[src/rtl/tsic_pkg.sv]
// Constants, field positions and carrier types for the three-source interrupt control block
// Overview of operation
// - Exactly three request sources exist: the external pin, the timer overflow, and a change on four upper port pins.
// - The global enable at bit 7 of the control register lets unmasked requests through when set and blocks all when clear.
// - Each source has its own enable bit in the control register, and a clear enable stops that source from vectoring.
// - Every reset clears the global enable, so nothing is taken until software sets it again.
// - The three request flags live in the control register and record each request separately.
// - A request flag is set by its event whatever its own enable and the global enable hold.
// - Taking an interrupt clears the global enable, pushes the return address and loads the program counter with 0004h.
// - From an external pin or port change event the vector follows after three or four instruction cycles.
// - Request flags never clear themselves and stay set until software clears them.
// - The return-from-interrupt operation leaves the routine and sets the global enable again in the same step.
// - When an instruction clears the global enable, the next cycle runs a no-operation and ignored requests stay pending.
// - Return addresses go onto an 8-level 13-bit circular stack where a ninth push overwrites the oldest entry, with no overflow flag.
// - Return-from-interrupt pops the top entry into the program counter and leaves the upper counter latch alone.
// - The timer overflow flag is set when the 8-bit timer wraps from FFh to 00h.
package tsic_pkg;

  // Byte addresses of the register words
  localparam logic [31:0] ADDR_CTRL = 32'h0000_0000;
  localparam logic [31:0] ADDR_TMR  = 32'h0000_0004;
  localparam logic [31:0] ADDR_STAT = 32'h0000_0008;

  // Control register field positions
  localparam int GIE_BIT = 7;
  localparam int TIE_BIT = 5;
  localparam int XIE_BIT = 4;
  localparam int CIE_BIT = 3;
  localparam int TIF_BIT = 2;
  localparam int XIF_BIT = 1;
  localparam int CIF_BIT = 0;

  // Reset values and masks
  localparam logic [7:0] CTRL_RESET = 8'h00;
  localparam logic [7:0] CTRL_MASK  = 8'hBF;
  localparam logic [7:0] TMR_RESET  = 8'h00;
  localparam logic [7:0] TMR_MAX    = 8'hFF;

  // Core-facing widths and constants
  localparam int          PC_W        = 13;
  localparam int          STACK_DEPTH = 8;
  localparam logic [12:0] VECTOR_ADDR = 13'h0004;

  // Timing: one instruction cycle is four clocks
  localparam logic [1:0] ICYC_LAST   = 2'h3;
  localparam logic [1:0] LAT_TAKE    = 2'h2;
  localparam logic [1:0] TMR_INHIBIT = 2'h2;
  localparam logic [2:0] HSIZE_WORD  = 3'h2;

  // Requests from the core sequencer
  typedef struct packed {
    logic        push;
    logic        pop;
    logic        ret_irq;
    logic        gie_clr;
    logic [12:0] pc;
  } tsic_core_req_t;

  // Answers to the core sequencer
  typedef struct packed {
    logic        vec_take;
    logic        no_operation;
    logic        pc_load;
    logic [12:0] pc_val;
  } tsic_core_resp_t;

endpackage : tsic_pkg

[src/rtl/tsic_top.sv]
// Three-source interrupt control with AHB-Lite register slave, timer and return stack
`timescale 1ns/100ps
`default_nettype none

module tsic_top (
  input  wire logic                     hclk,
  input  wire logic                     hresetn,
  input  wire logic                     hsel,
  input  wire logic [31:0]              haddr,
  input  wire logic [1:0]               htrans,
  input  wire logic                     hwrite,
  input  wire logic [2:0]               hsize,
  input  wire logic [31:0]              hwdata,
  input  wire logic                     hready,
  output logic                          hreadyout,
  output logic                          hresp,
  output logic [31:0]                   hrdata,
  input  wire logic                     ext_irq_pin,
  input  wire logic [3:0]               change_watch_pins,
  input  wire logic                     upper_port_read,
  input  wire tsic_pkg::tsic_core_req_t core_req,
  output tsic_pkg::tsic_core_resp_t     core_resp,
  output logic                          icyc_tick
);

  // Depth alias, declared ahead of the storage that is sized by it
  localparam int STACK_DEPTH_L = tsic_pkg::STACK_DEPTH;

  logic [1:0]  div_r;
  logic        icyc_r;
  logic        ext_s1_r, ext_s2_r, ext_s3_r;
  logic [3:0]  chg_s1_r, chg_s2_r, port_latch_r;
  logic [7:0]  ctrl_r;
  logic [7:0]  tmr_r;
  logic [1:0]  tmr_hold_r;
  logic [1:0]  lat_r;
  logic        supp_r;
  logic [12:0] stack_r [STACK_DEPTH_L];
  logic [2:0]  sp_r;
  logic        wr_pend_r;
  logic [31:0] wr_addr_r;
  logic [31:0] hrdata_r;
  tsic_pkg::tsic_core_resp_t resp_r;

  // Wrapping stack index arithmetic, shared by push and pop
  function automatic logic [2:0] stk_step(input logic [2:0] sp, input logic up);
    stk_step = up ? 3'(sp + 3'h1) : 3'(sp - 3'h1);
  endfunction : stk_step

  // Instruction-cycle divider: one enable pulse every four clocks
  always_ff @(posedge hclk or negedge hresetn) begin
    if (!hresetn) begin
      div_r  <= 2'h0;
      icyc_r <= 1'b0;
    end else begin
      div_r  <= 2'(div_r + 2'h1);
      icyc_r <= (div_r == tsic_pkg::ICYC_LAST);
    end
  end
  assign icyc_tick = icyc_r;

  // Two-flop synchronisers, third stage feeds edge detection only
  always_ff @(posedge hclk or negedge hresetn) begin
    if (!hresetn) begin
      ext_s1_r <= 1'b0;
      ext_s2_r <= 1'b0;
      ext_s3_r <= 1'b0;
      chg_s1_r <= 4'h0;
      chg_s2_r <= 4'h0;
    end else begin
      ext_s1_r <= ext_irq_pin;
      ext_s2_r <= ext_s1_r;
      ext_s3_r <= ext_s2_r;
      chg_s1_r <= change_watch_pins;
      chg_s2_r <= chg_s1_r;
    end
  end

  // Port value seen by the last read of the upper port
  always_ff @(posedge hclk or negedge hresetn) begin
    if (!hresetn) begin
      port_latch_r <= 4'h0;
    end else if (upper_port_read) begin
      port_latch_r <= chg_s2_r;
    end
  end

  // Source events; rising edge on the pin
  logic ext_evt, chg_evt, tmr_evt;
  assign ext_evt = ext_s2_r & ~ext_s3_r;
  assign chg_evt = (chg_s2_r != port_latch_r);
  assign tmr_evt = icyc_r & (tmr_hold_r == 2'h0) & (tmr_r == tsic_pkg::TMR_MAX)
                   & ~(wr_pend_r & (wr_addr_r == tsic_pkg::ADDR_TMR));

  // Bus write decode in the data phase, word size only
  logic wr_ctrl, wr_tmr;
  assign wr_ctrl = wr_pend_r & (wr_addr_r == tsic_pkg::ADDR_CTRL);
  assign wr_tmr  = wr_pend_r & (wr_addr_r == tsic_pkg::ADDR_TMR);

  // Timer: steps once per instruction cycle, a write holds it off two cycles
  always_ff @(posedge hclk or negedge hresetn) begin
    if (!hresetn) begin
      tmr_r      <= tsic_pkg::TMR_RESET;
      tmr_hold_r <= 2'h0;
    end else if (wr_tmr) begin
      tmr_r      <= hwdata[7:0];
      tmr_hold_r <= tsic_pkg::TMR_INHIBIT;
    end else if (icyc_r) begin
      if (tmr_hold_r != 2'h0) begin
        tmr_hold_r <= 2'(tmr_hold_r - 2'h1);
      end else begin
        tmr_r <= 8'(tmr_r + 8'h01);   // FFh wraps to 00h
      end
    end
  end

  // Pending request: flag and own enable, gated by the global enable
  logic [2:0] flags, enables;
  logic       pend, take, pop_req, push_req;
  assign flags   = {ctrl_r[tsic_pkg::TIF_BIT], ctrl_r[tsic_pkg::XIF_BIT],
                    ctrl_r[tsic_pkg::CIF_BIT]};
  assign enables = {ctrl_r[tsic_pkg::TIE_BIT], ctrl_r[tsic_pkg::XIE_BIT],
                    ctrl_r[tsic_pkg::CIE_BIT]};
  assign pend    = ctrl_r[tsic_pkg::GIE_BIT] & (|(flags & enables));
  assign pop_req = core_req.pop | core_req.ret_irq;
  // A pop in the same clock wins; the vector waits one instruction cycle
  assign take    = icyc_r & pend & (lat_r == tsic_pkg::LAT_TAKE) & ~supp_r & ~pop_req;
  assign push_req = take | core_req.push;

  // Instruction or bus write cleared the global enable while it was set
  logic gie_drop;
  assign gie_drop = ctrl_r[tsic_pkg::GIE_BIT] &
                    (core_req.gie_clr | (wr_ctrl & ~hwdata[tsic_pkg::GIE_BIT]));

  // Control register: hardware set wins over a software clear
  always_ff @(posedge hclk or negedge hresetn) begin
    if (!hresetn) begin
      ctrl_r <= tsic_pkg::CTRL_RESET;
    end else begin
      if (wr_ctrl) begin
        ctrl_r[tsic_pkg::TIE_BIT] <= hwdata[tsic_pkg::TIE_BIT];
        ctrl_r[tsic_pkg::XIE_BIT] <= hwdata[tsic_pkg::XIE_BIT];
        ctrl_r[tsic_pkg::CIE_BIT] <= hwdata[tsic_pkg::CIE_BIT];
      end
      // Flags set regardless of any enable; only a write clears them
      ctrl_r[tsic_pkg::TIF_BIT] <= tmr_evt |
        (wr_ctrl ? hwdata[tsic_pkg::TIF_BIT] : ctrl_r[tsic_pkg::TIF_BIT]);
      ctrl_r[tsic_pkg::XIF_BIT] <= ext_evt |
        (wr_ctrl ? hwdata[tsic_pkg::XIF_BIT] : ctrl_r[tsic_pkg::XIF_BIT]);
      ctrl_r[tsic_pkg::CIF_BIT] <= chg_evt |
        (wr_ctrl ? hwdata[tsic_pkg::CIF_BIT] : ctrl_r[tsic_pkg::CIF_BIT]);
      // Global enable: vector clears, return sets, else instruction or bus
      if (take) begin
        ctrl_r[tsic_pkg::GIE_BIT] <= 1'b0;
      end else if (core_req.ret_irq) begin
        ctrl_r[tsic_pkg::GIE_BIT] <= 1'b1;
      end else if (core_req.gie_clr) begin
        ctrl_r[tsic_pkg::GIE_BIT] <= 1'b0;
      end else if (wr_ctrl) begin
        ctrl_r[tsic_pkg::GIE_BIT] <= hwdata[tsic_pkg::GIE_BIT];
      end
      ctrl_r[6] <= 1'b0;
    end
  end

  // Latency pipe counts instruction boundaries with the request standing
  always_ff @(posedge hclk or negedge hresetn) begin
    if (!hresetn) begin
      lat_r <= 2'h0;
    end else if (take || !pend || supp_r) begin
      lat_r <= 2'h0;                                                   // stays pending in flags
    end else if (icyc_r && lat_r != tsic_pkg::LAT_TAKE) begin
      lat_r <= 2'(lat_r + 2'h1);
    end
  end

  // One no-operation cycle after the global enable is dropped
  always_ff @(posedge hclk or negedge hresetn) begin
    if (!hresetn) begin
      supp_r <= 1'b0;
    end else if (gie_drop) begin
      supp_r <= 1'b1;
    end else if (icyc_r) begin
      supp_r <= 1'b0;
    end
  end

  // Circular return stack, no overflow indication by design
  always_ff @(posedge hclk or negedge hresetn) begin
    if (!hresetn) begin
      sp_r <= 3'h0;
    end else if (push_req) begin
      sp_r <= stk_step(sp_r, 1'b1);
    end else if (pop_req) begin
      sp_r <= stk_step(sp_r, 1'b0);
    end
  end

  // Stack storage, written at the pointer; ninth push lands on the oldest
  always_ff @(posedge hclk) begin
    if (push_req) begin
      stack_r[sp_r] <= core_req.pc;
    end
  end

  // Answers to the core; the upper counter latch lives in the core untouched
  always_ff @(posedge hclk or negedge hresetn) begin
    if (!hresetn) begin
      resp_r <= '0;
    end else begin
      resp_r.vec_take <= take;
      resp_r.pc_load  <= take | pop_req;
      if (take) begin
        resp_r.pc_val <= tsic_pkg::VECTOR_ADDR;
      end else if (pop_req) begin
        resp_r.pc_val <= stack_r[stk_step(sp_r, 1'b0)];
      end
    end
  end
  always_comb begin
    core_resp              = resp_r;
    core_resp.no_operation = supp_r;
  end

  // AHB-Lite slave: zero wait states, always OKAY
  logic ap_valid;
  logic [31:0] rd_mux;
  assign ap_valid = hsel & htrans[1] & hready;
  always_comb begin
    rd_mux = 32'h0000_0000;
    case (haddr)
      tsic_pkg::ADDR_CTRL: rd_mux = {24'h00_0000, ctrl_r & tsic_pkg::CTRL_MASK};
      tsic_pkg::ADDR_TMR:  rd_mux = {24'h00_0000, tmr_r};
      tsic_pkg::ADDR_STAT: rd_mux = {27'h000_0000, supp_r, pend, sp_r};
      default:             rd_mux = 32'h0000_0000;
    endcase
  end

  // Address phase capture; read data sampled here, so it is a flop
  always_ff @(posedge hclk or negedge hresetn) begin
    if (!hresetn) begin
      wr_pend_r <= 1'b0;
      wr_addr_r <= 32'h0000_0000;
      hrdata_r  <= 32'h0000_0000;
    end else if (hready) begin
      wr_pend_r <= ap_valid & hwrite & (hsize == tsic_pkg::HSIZE_WORD);
      wr_addr_r <= haddr;
      if (ap_valid && !hwrite) begin
        hrdata_r <= rd_mux;
      end
    end
  end
  assign hreadyout = 1'b1;
  assign hresp     = 1'b0;
  assign hrdata    = hrdata_r;
endmodule : tsic_top

`default_nettype wire

[config.mk]
export PLATFORM = sky130hd
export DESIGN_NAME = tsic_top
export DESIGN_NICKNAME = d
export VERILOG_FILES = /design/src/rtl/tsic_pkg.sv /design/src/rtl/tsic_top.sv
export SDC_FILE = /design/constraint.sdc
export NUM_CORES = 1
export LEC_CHECK = 0
export BUFFER_PORTS_ARGS = -buffer_cell sky130_fd_sc_hd__buf_2
export CAP_MARGIN = 10
export CORE_AREA = 2 2 101 176
export CTS_BUF_LIST = sky130_fd_sc_hd__clkbuf_8 sky130_fd_sc_hd__clkbuf_16
export DETAILED_ROUTE_END_ITERATION = 8
export DIE_AREA = 0 0 103 178
export HOLD_SLACK_MARGIN = 0.08
export PLACE_DENSITY = 0.74
export SYNTH_ARGS = -nofsm -noshare
export SYNTH_HDL_FRONTEND = slang
export SYNTH_SLANG_ARGS = --single-unit
[constraint.sdc]
create_clock -name hclk -period 3.65 [get_ports hclk]
set_input_delay 0.365 -clock hclk [delete_from_list [all_inputs] [get_ports hclk]]
set_output_delay 0.365 -clock hclk [all_outputs]
set_load 0.02 [all_outputs]
# Word level (Yosys, flattened, before mapping)
# Memories as Yosys holds them, arrays and structs flattened.
# Index checks and enable logic that the tools add are counted.
word_totals:
  ff_bits: 121
  ram_bits: 104
  input_bits: 97
  output_inout_bits: 51
  elab_cells: 114
  memories: 1
memory_table:
  columns: ["name", "depth", "word_bits", "read_ports", "rd_ports_with_merged_regs", "write_ports", "line", "text"]
  rows:
  - ["stack_r", 8, 13, 1, 0, 1, "tsic_top.sv:38", "logic [12:0] stack_r [STACK_DEPTH_L];"]
op_classes:
  addsub: 6
  eq_ne: 10
  n_mux: 24
  bitwise_logic: 30
  n_reduce_logical: 21
ops:
  columns: ["op", "n"]
  rows:
  - ["$eq 32x3->1 const B", 2]
  - ["$logic_not 32->1", 2]
  - ["$eq 32x4->1 const B", 1]
  - ["$mux 13", 2]
  - ["$mux 8", 3]
  - ["$pmux 8 s3", 1]
  - ["$and 1x1->1", 17]
  - ["$reduce_bool 2->1", 7]
  - ["$mux 1", 11]
  - ["$mux 2", 5]
  - ["$add 8x1->8 const B", 1]
  - ["$eq 8x8->1 const B", 1]
  - ["$or 1x1->1", 7]
  - ["$mux 3", 2]
  - ["$reduce_and 2->1", 3]
  - ["$not 1->1", 5]
  - ["$add 2x1->2 const B", 2]
  - ["$eq 2x2->1 const B", 2]
  - ["$ne 2x2->1 const B", 2]
  - ["$ne 4x4->1", 1]
  - ["$reduce_bool 4->1", 1]
  - ["$add 3x1->3 const B", 1]
  - ["$and 3x3->3", 1]
  - ["$eq 3x2->1 const B", 1]
  - ["7 further kinds", 10]

# Logic depth before layout (Yosys ltp)
logic_depth:
  depth_word: 10
  depth_mapped: 8
  depth_no_buf: 7

# Worst setup path after synthesis
# No wires, ideal clock.
synth_timing:
  path_kind: "reg2reg"
  startpoint: "register lat_r[0]"
  endpoint: "memory stack_r[1][0] (enable)"
  setup_time_ps: 400
  arrival_ps: 2455
  required_ps: 3250
  path_slack_ps: 796
  path_stages_with_launch: 9
  path_buffers: 1
  synth_period_minus_slack_ps: 2854
  cell_sequence: "dfrtp_1 inv_1 ha_1 nand2_1 or4b_1 buf_2 nor2_4 o21ai_2 nor3_1"
synth_between:
  elab_chain_len: 7
synth_rtl:
  columns: ["element", "line", "text"]
  rows:
  - ["start: declaration", "tsic_top.sv:36", "logic [1:0] lat_r;"]
  - ["start signal: assignment", "tsic_top.sv:173", "lat_r <= 2'(lat_r + 2'h1);"]
  - ["$eq 2x2->1", "tsic_top.sv:127", "assign take = icyc_r & pend & (lat_r == tsic_pkg::LAT_TAKE) & ~supp_r & ~pop_req;"]
  - ["$and 1x1->1 (3 in a row)", "tsic_top.sv:127", null]
  - ["via take", "tsic_top.sv:119", "logic pend, take, pop_req, push_req;"]
  - ["$or 1x1->1", "tsic_top.sv:128", "assign push_req = take | core_req.push;"]
  - ["$mux 1", "tsic_top.sv:201", "if (push_req) begin"]
  - ["$mux 1 (not written as such)", "tsic_top.sv:202", "stack_r[sp_r] <= core_req.pc;"]
  - ["end: declaration", "tsic_top.sv:38", null]
# The timed path passes the listed nets, and every way through them passes these cells.

# Worst setup path in the final report
layout_timing:
  startpoint: "register lat_r[0]"
  endpoint: "memory stack_r[1][8] (enable)"
# The elaborated chain is that of the path after synthesis.

==> impl_metrics.env <==
export IMPL_hp_class="in -> reg"
export IMPL_fin_worst_skew_ps=12.83
export IMPL_io_buffer_count=96
export IMPL_cts_resized=0
export IMPL_placed_area_um2=8966
export IMPL_netlist_instances=540
export IMPL_clk_pin_slew_worst_paths_ps=70
export IMPL_die_area_um2=18330
export IMPL_worst_setup_path_type="reg -> reg"
export IMPL_dp_hpwl_um=12020
export IMPL_ys_dominant_reg_cell="edfxtp_1"
export IMPL_max_slew_margin_rel_pct=32.22
export IMPL_cts_tree="built"
export IMPL_synth_top_cell_by_area="edfxtp_1"
export IMPL_post_cts_buffers=0
export IMPL_antenna_left=0
export IMPL_cts_num_sinks=201
export IMPL_root_buffer="clkbuf_16"
export IMPL_peakVddDrop_mv=0.6252
export IMPL_final_cell_mix="edfxtp_1 (104), dfrtp_1 (96), buf_2 (95), nand2_1 (38), mux2_2 (35)"
export IMPL_insertedDiodeCount=0
export IMPL_final_net_count=757
export IMPL_insertion_delay_ps=470
export IMPL_ys_seq_elements=201
export IMPL_yosysSeqAreaShare_pct=66.91
export IMPL_hold_buffers=6
export IMPL_ff_latch_area_um2=5552
export IMPL_power_density_nw_per_um2=697.4
export IMPL_leakage_nw=3.823
export IMPL_synthTopCellsByArea="edfxtp_1 (38%), dfrtp_1 (29%), mux4_2 (7.1%)"
export IMPL_coreArea_um2=16870
export IMPL_die_y_um=178
export IMPL_overflow=0
export IMPL_multi_input_area_um2=2486
export IMPL_setup_violations_final=0
export IMPL_final_layout_size_suffix_gt1_share_pct=33.03
export IMPL_drt_initial_drc_count=237
export IMPL_crit_path_max_fanout=16
export IMPL_dr_total_vias=4829
export IMPL_drcViolationCount=0
export IMPL_antenna_found_initial=2
export IMPL_end_kind="flip-flop"
export IMPL_whs_path_depth=3
export IMPL_grt_use_total_pct=18.53
export IMPL_slew_violations=0
export IMPL_cap_violations=0
export IMPL_fin_crit_sh_pct=68.00
export IMPL_syn_area_um2=8295
export IMPL_finalSetupTns_ps=0
export IMPL_cts_buffers=19
export IMPL_status="completed"
export IMPL_die_w_um=103
export IMPL_final_cell_area_um2=9669
export IMPL_final_common_cell="edfxtp_1"
export IMPL_place_gp_congestion=0.8222
export IMPL_wire_per_inst_um=18.96
export IMPL_final_hold_viol_count=0
export IMPL_ioPinCount=148
export IMPL_grt_pass1_vias=4958
export IMPL_grt_max_degree=66
export IMPL_n_fill_cell=1358
export IMPL_synth_edff_count=104
export IMPL_synth_avg_cell_area_um2=15.36
export IMPL_wl_um=16930
export IMPL_htree_levels=1
export IMPL_grt_pass1_wl_um=25650
export IMPL_reg2regPathDepth=9
export IMPL_rrSetupSlack_ps=1170
export IMPL_rsz0062_at_grt="false"
export IMPL_max_freq_mhz=402.9
export IMPL_via_per_inst=5.408
export IMPL_syn2layout_area_growth_pct=16.56
export IMPL_dr_pass1_iters=4
export IMPL_start_kind="flip-flop"
export IMPL_synth_top_area_share_pct=37.65
export IMPL_ys_types=47
export IMPL_async_flop_share_pct=48.26
export IMPL_clk_path_buf_depth=3
export IMPL_required_ps=3800
export IMPL_fin_crit_ps=2482
export IMPL_cp_arrival_ps=2640
export IMPL_ys_warn_count=0
export IMPL_num_rows=63
export IMPL_tightestPinTransition_ps=1011
export IMPL_initial_utilization_pct=49.18
==> flip-flops by register name (all words and copies together) (netlist names), 2 cells and up <==
name / cells
chg_s1_r: 4
wr_addr_r: 32
chg_s2_r: 4
sp_r: 3
stack_r: 104
tmr_r: 8
hrdata: 8
lat_r: 2
div_r: 2
ctrl_r: 7
tmr_hold_r: 2
core_resp: 15
port_latch_r: 4
==> per-layer routing <==
metal / track usage [%] / vias to the layer above / share of wire, %
li1: - / 2187 / -
met1: 19.98 / 2442 / 35
met2: 35.58 / 165 / 57
met3: 2.939 / 33 / 5.9
met4: 6.305 / 2 / 2.7
met5: 0 / - / 0.077
==> logic make-up (layout without fill, tap and decap cells) <==
group / count (synthesis) / count (layout) / synth area share, %
DFF: 201 / 201 / 66.91
and+or+nand+nor: 122 / 122 / 8.296
muxes: 83 / 83 / 14.46
buffers and inverters: 61 / 163 / 4.208
AOI/OAI and AO/OA: 50 / 50 / 3.545
xor gates and xnor gates: 15 / 15 / 1.584
adders and majority gates: 6 / 6 / 0.9050
other: 2 / 26 / 0.09053
==> path summary, 6_finish.rpt <==
path	start	to
max	lat_r[0]$_DFFE_PN0P_	stack_r[1][8]$_DFFE_PP_
min	hwdata[6]	tmr_r[6]$_DFFE_PN0P_
max reg2reg	lat_r[0]$_DFFE_PN0P_	stack_r[1][8]$_DFFE_PP_
min reg2reg	chg_s1_r[1]$_DFF_PN0_	chg_s2_r[1]$_DFF_PN0_
max in group asynchronous	hresetn	wr_addr_r[21]$_DFFE_PN0P_
min in group asynchronous	hresetn	tmr_r[5]$_DFFE_PN0P_
==> cell usage after synthesis (4+ instances only) <==
cell      number
edfxtp_1     104
buf_4         29
a22oi_1        6
nand2b_1       4
ha_1           6
xor2_1         8
a21oi_1        4
nor2_1        20
buf_2          9
inv_1         13
mux2_2        35
dfrtp_1       97
nand3_1       17
o21ai_0       32
nor4_2         4
xnor2_1        7
clkbuf_1       7
mux2i_1       22
nand2_1       38
nor3_1         5
nand4_1        7
mux4_2        26
nor4_1        12
==> report_power, final <==
| group | internal, mW | switching [mW] |
|---|---|---|
| sequential | 2.76 | 0.201 |
| clock | 1.21 | 0.800 |
| combinational | 0.812 | 0.969 |
==> area by class of cell <==
| class | instances | area share [%] |
|---|---|---|
| clock buffers | 21 | 5.202 |
| clock inverters | 12 | 1.449 |
| inverters | 13 | 0.5047 |
| multi-input cells | 302 | 25.71 |
| flip-flops and latches | 201 | 57.41 |
| well taps | 227 | 2.937 |
| repair buffers | 117 | 6.781 |
==> stage by stage <==
stage               instances  power [mW]  setup slack [ps]  hold WS [ps]  util (%)
global placement          854       4.710              1218         336.1     53.15
finish                    893       6.743              1168         99.30     57.32
CTS                       893       6.829              1137         82.67     57.32
detailed placement        854       4.816              1169         337.1     53.15
floorplan                 564       4.254             795.8         69.41         -
global route              893       7.056              1008         90.78     57.32
==> worst max-delay path, stage by stage (launching register included) <==
cell	delay, ps
dfrtp_1	390
inv_1	60
ha_1	180
nand2_1	60
or4b_1	510
buf_4	230
nor2_4	190
o21ai_2	100
nor3_1	160
buf_4	280
No activity file was read; power rests on OpenSTA's default activity.
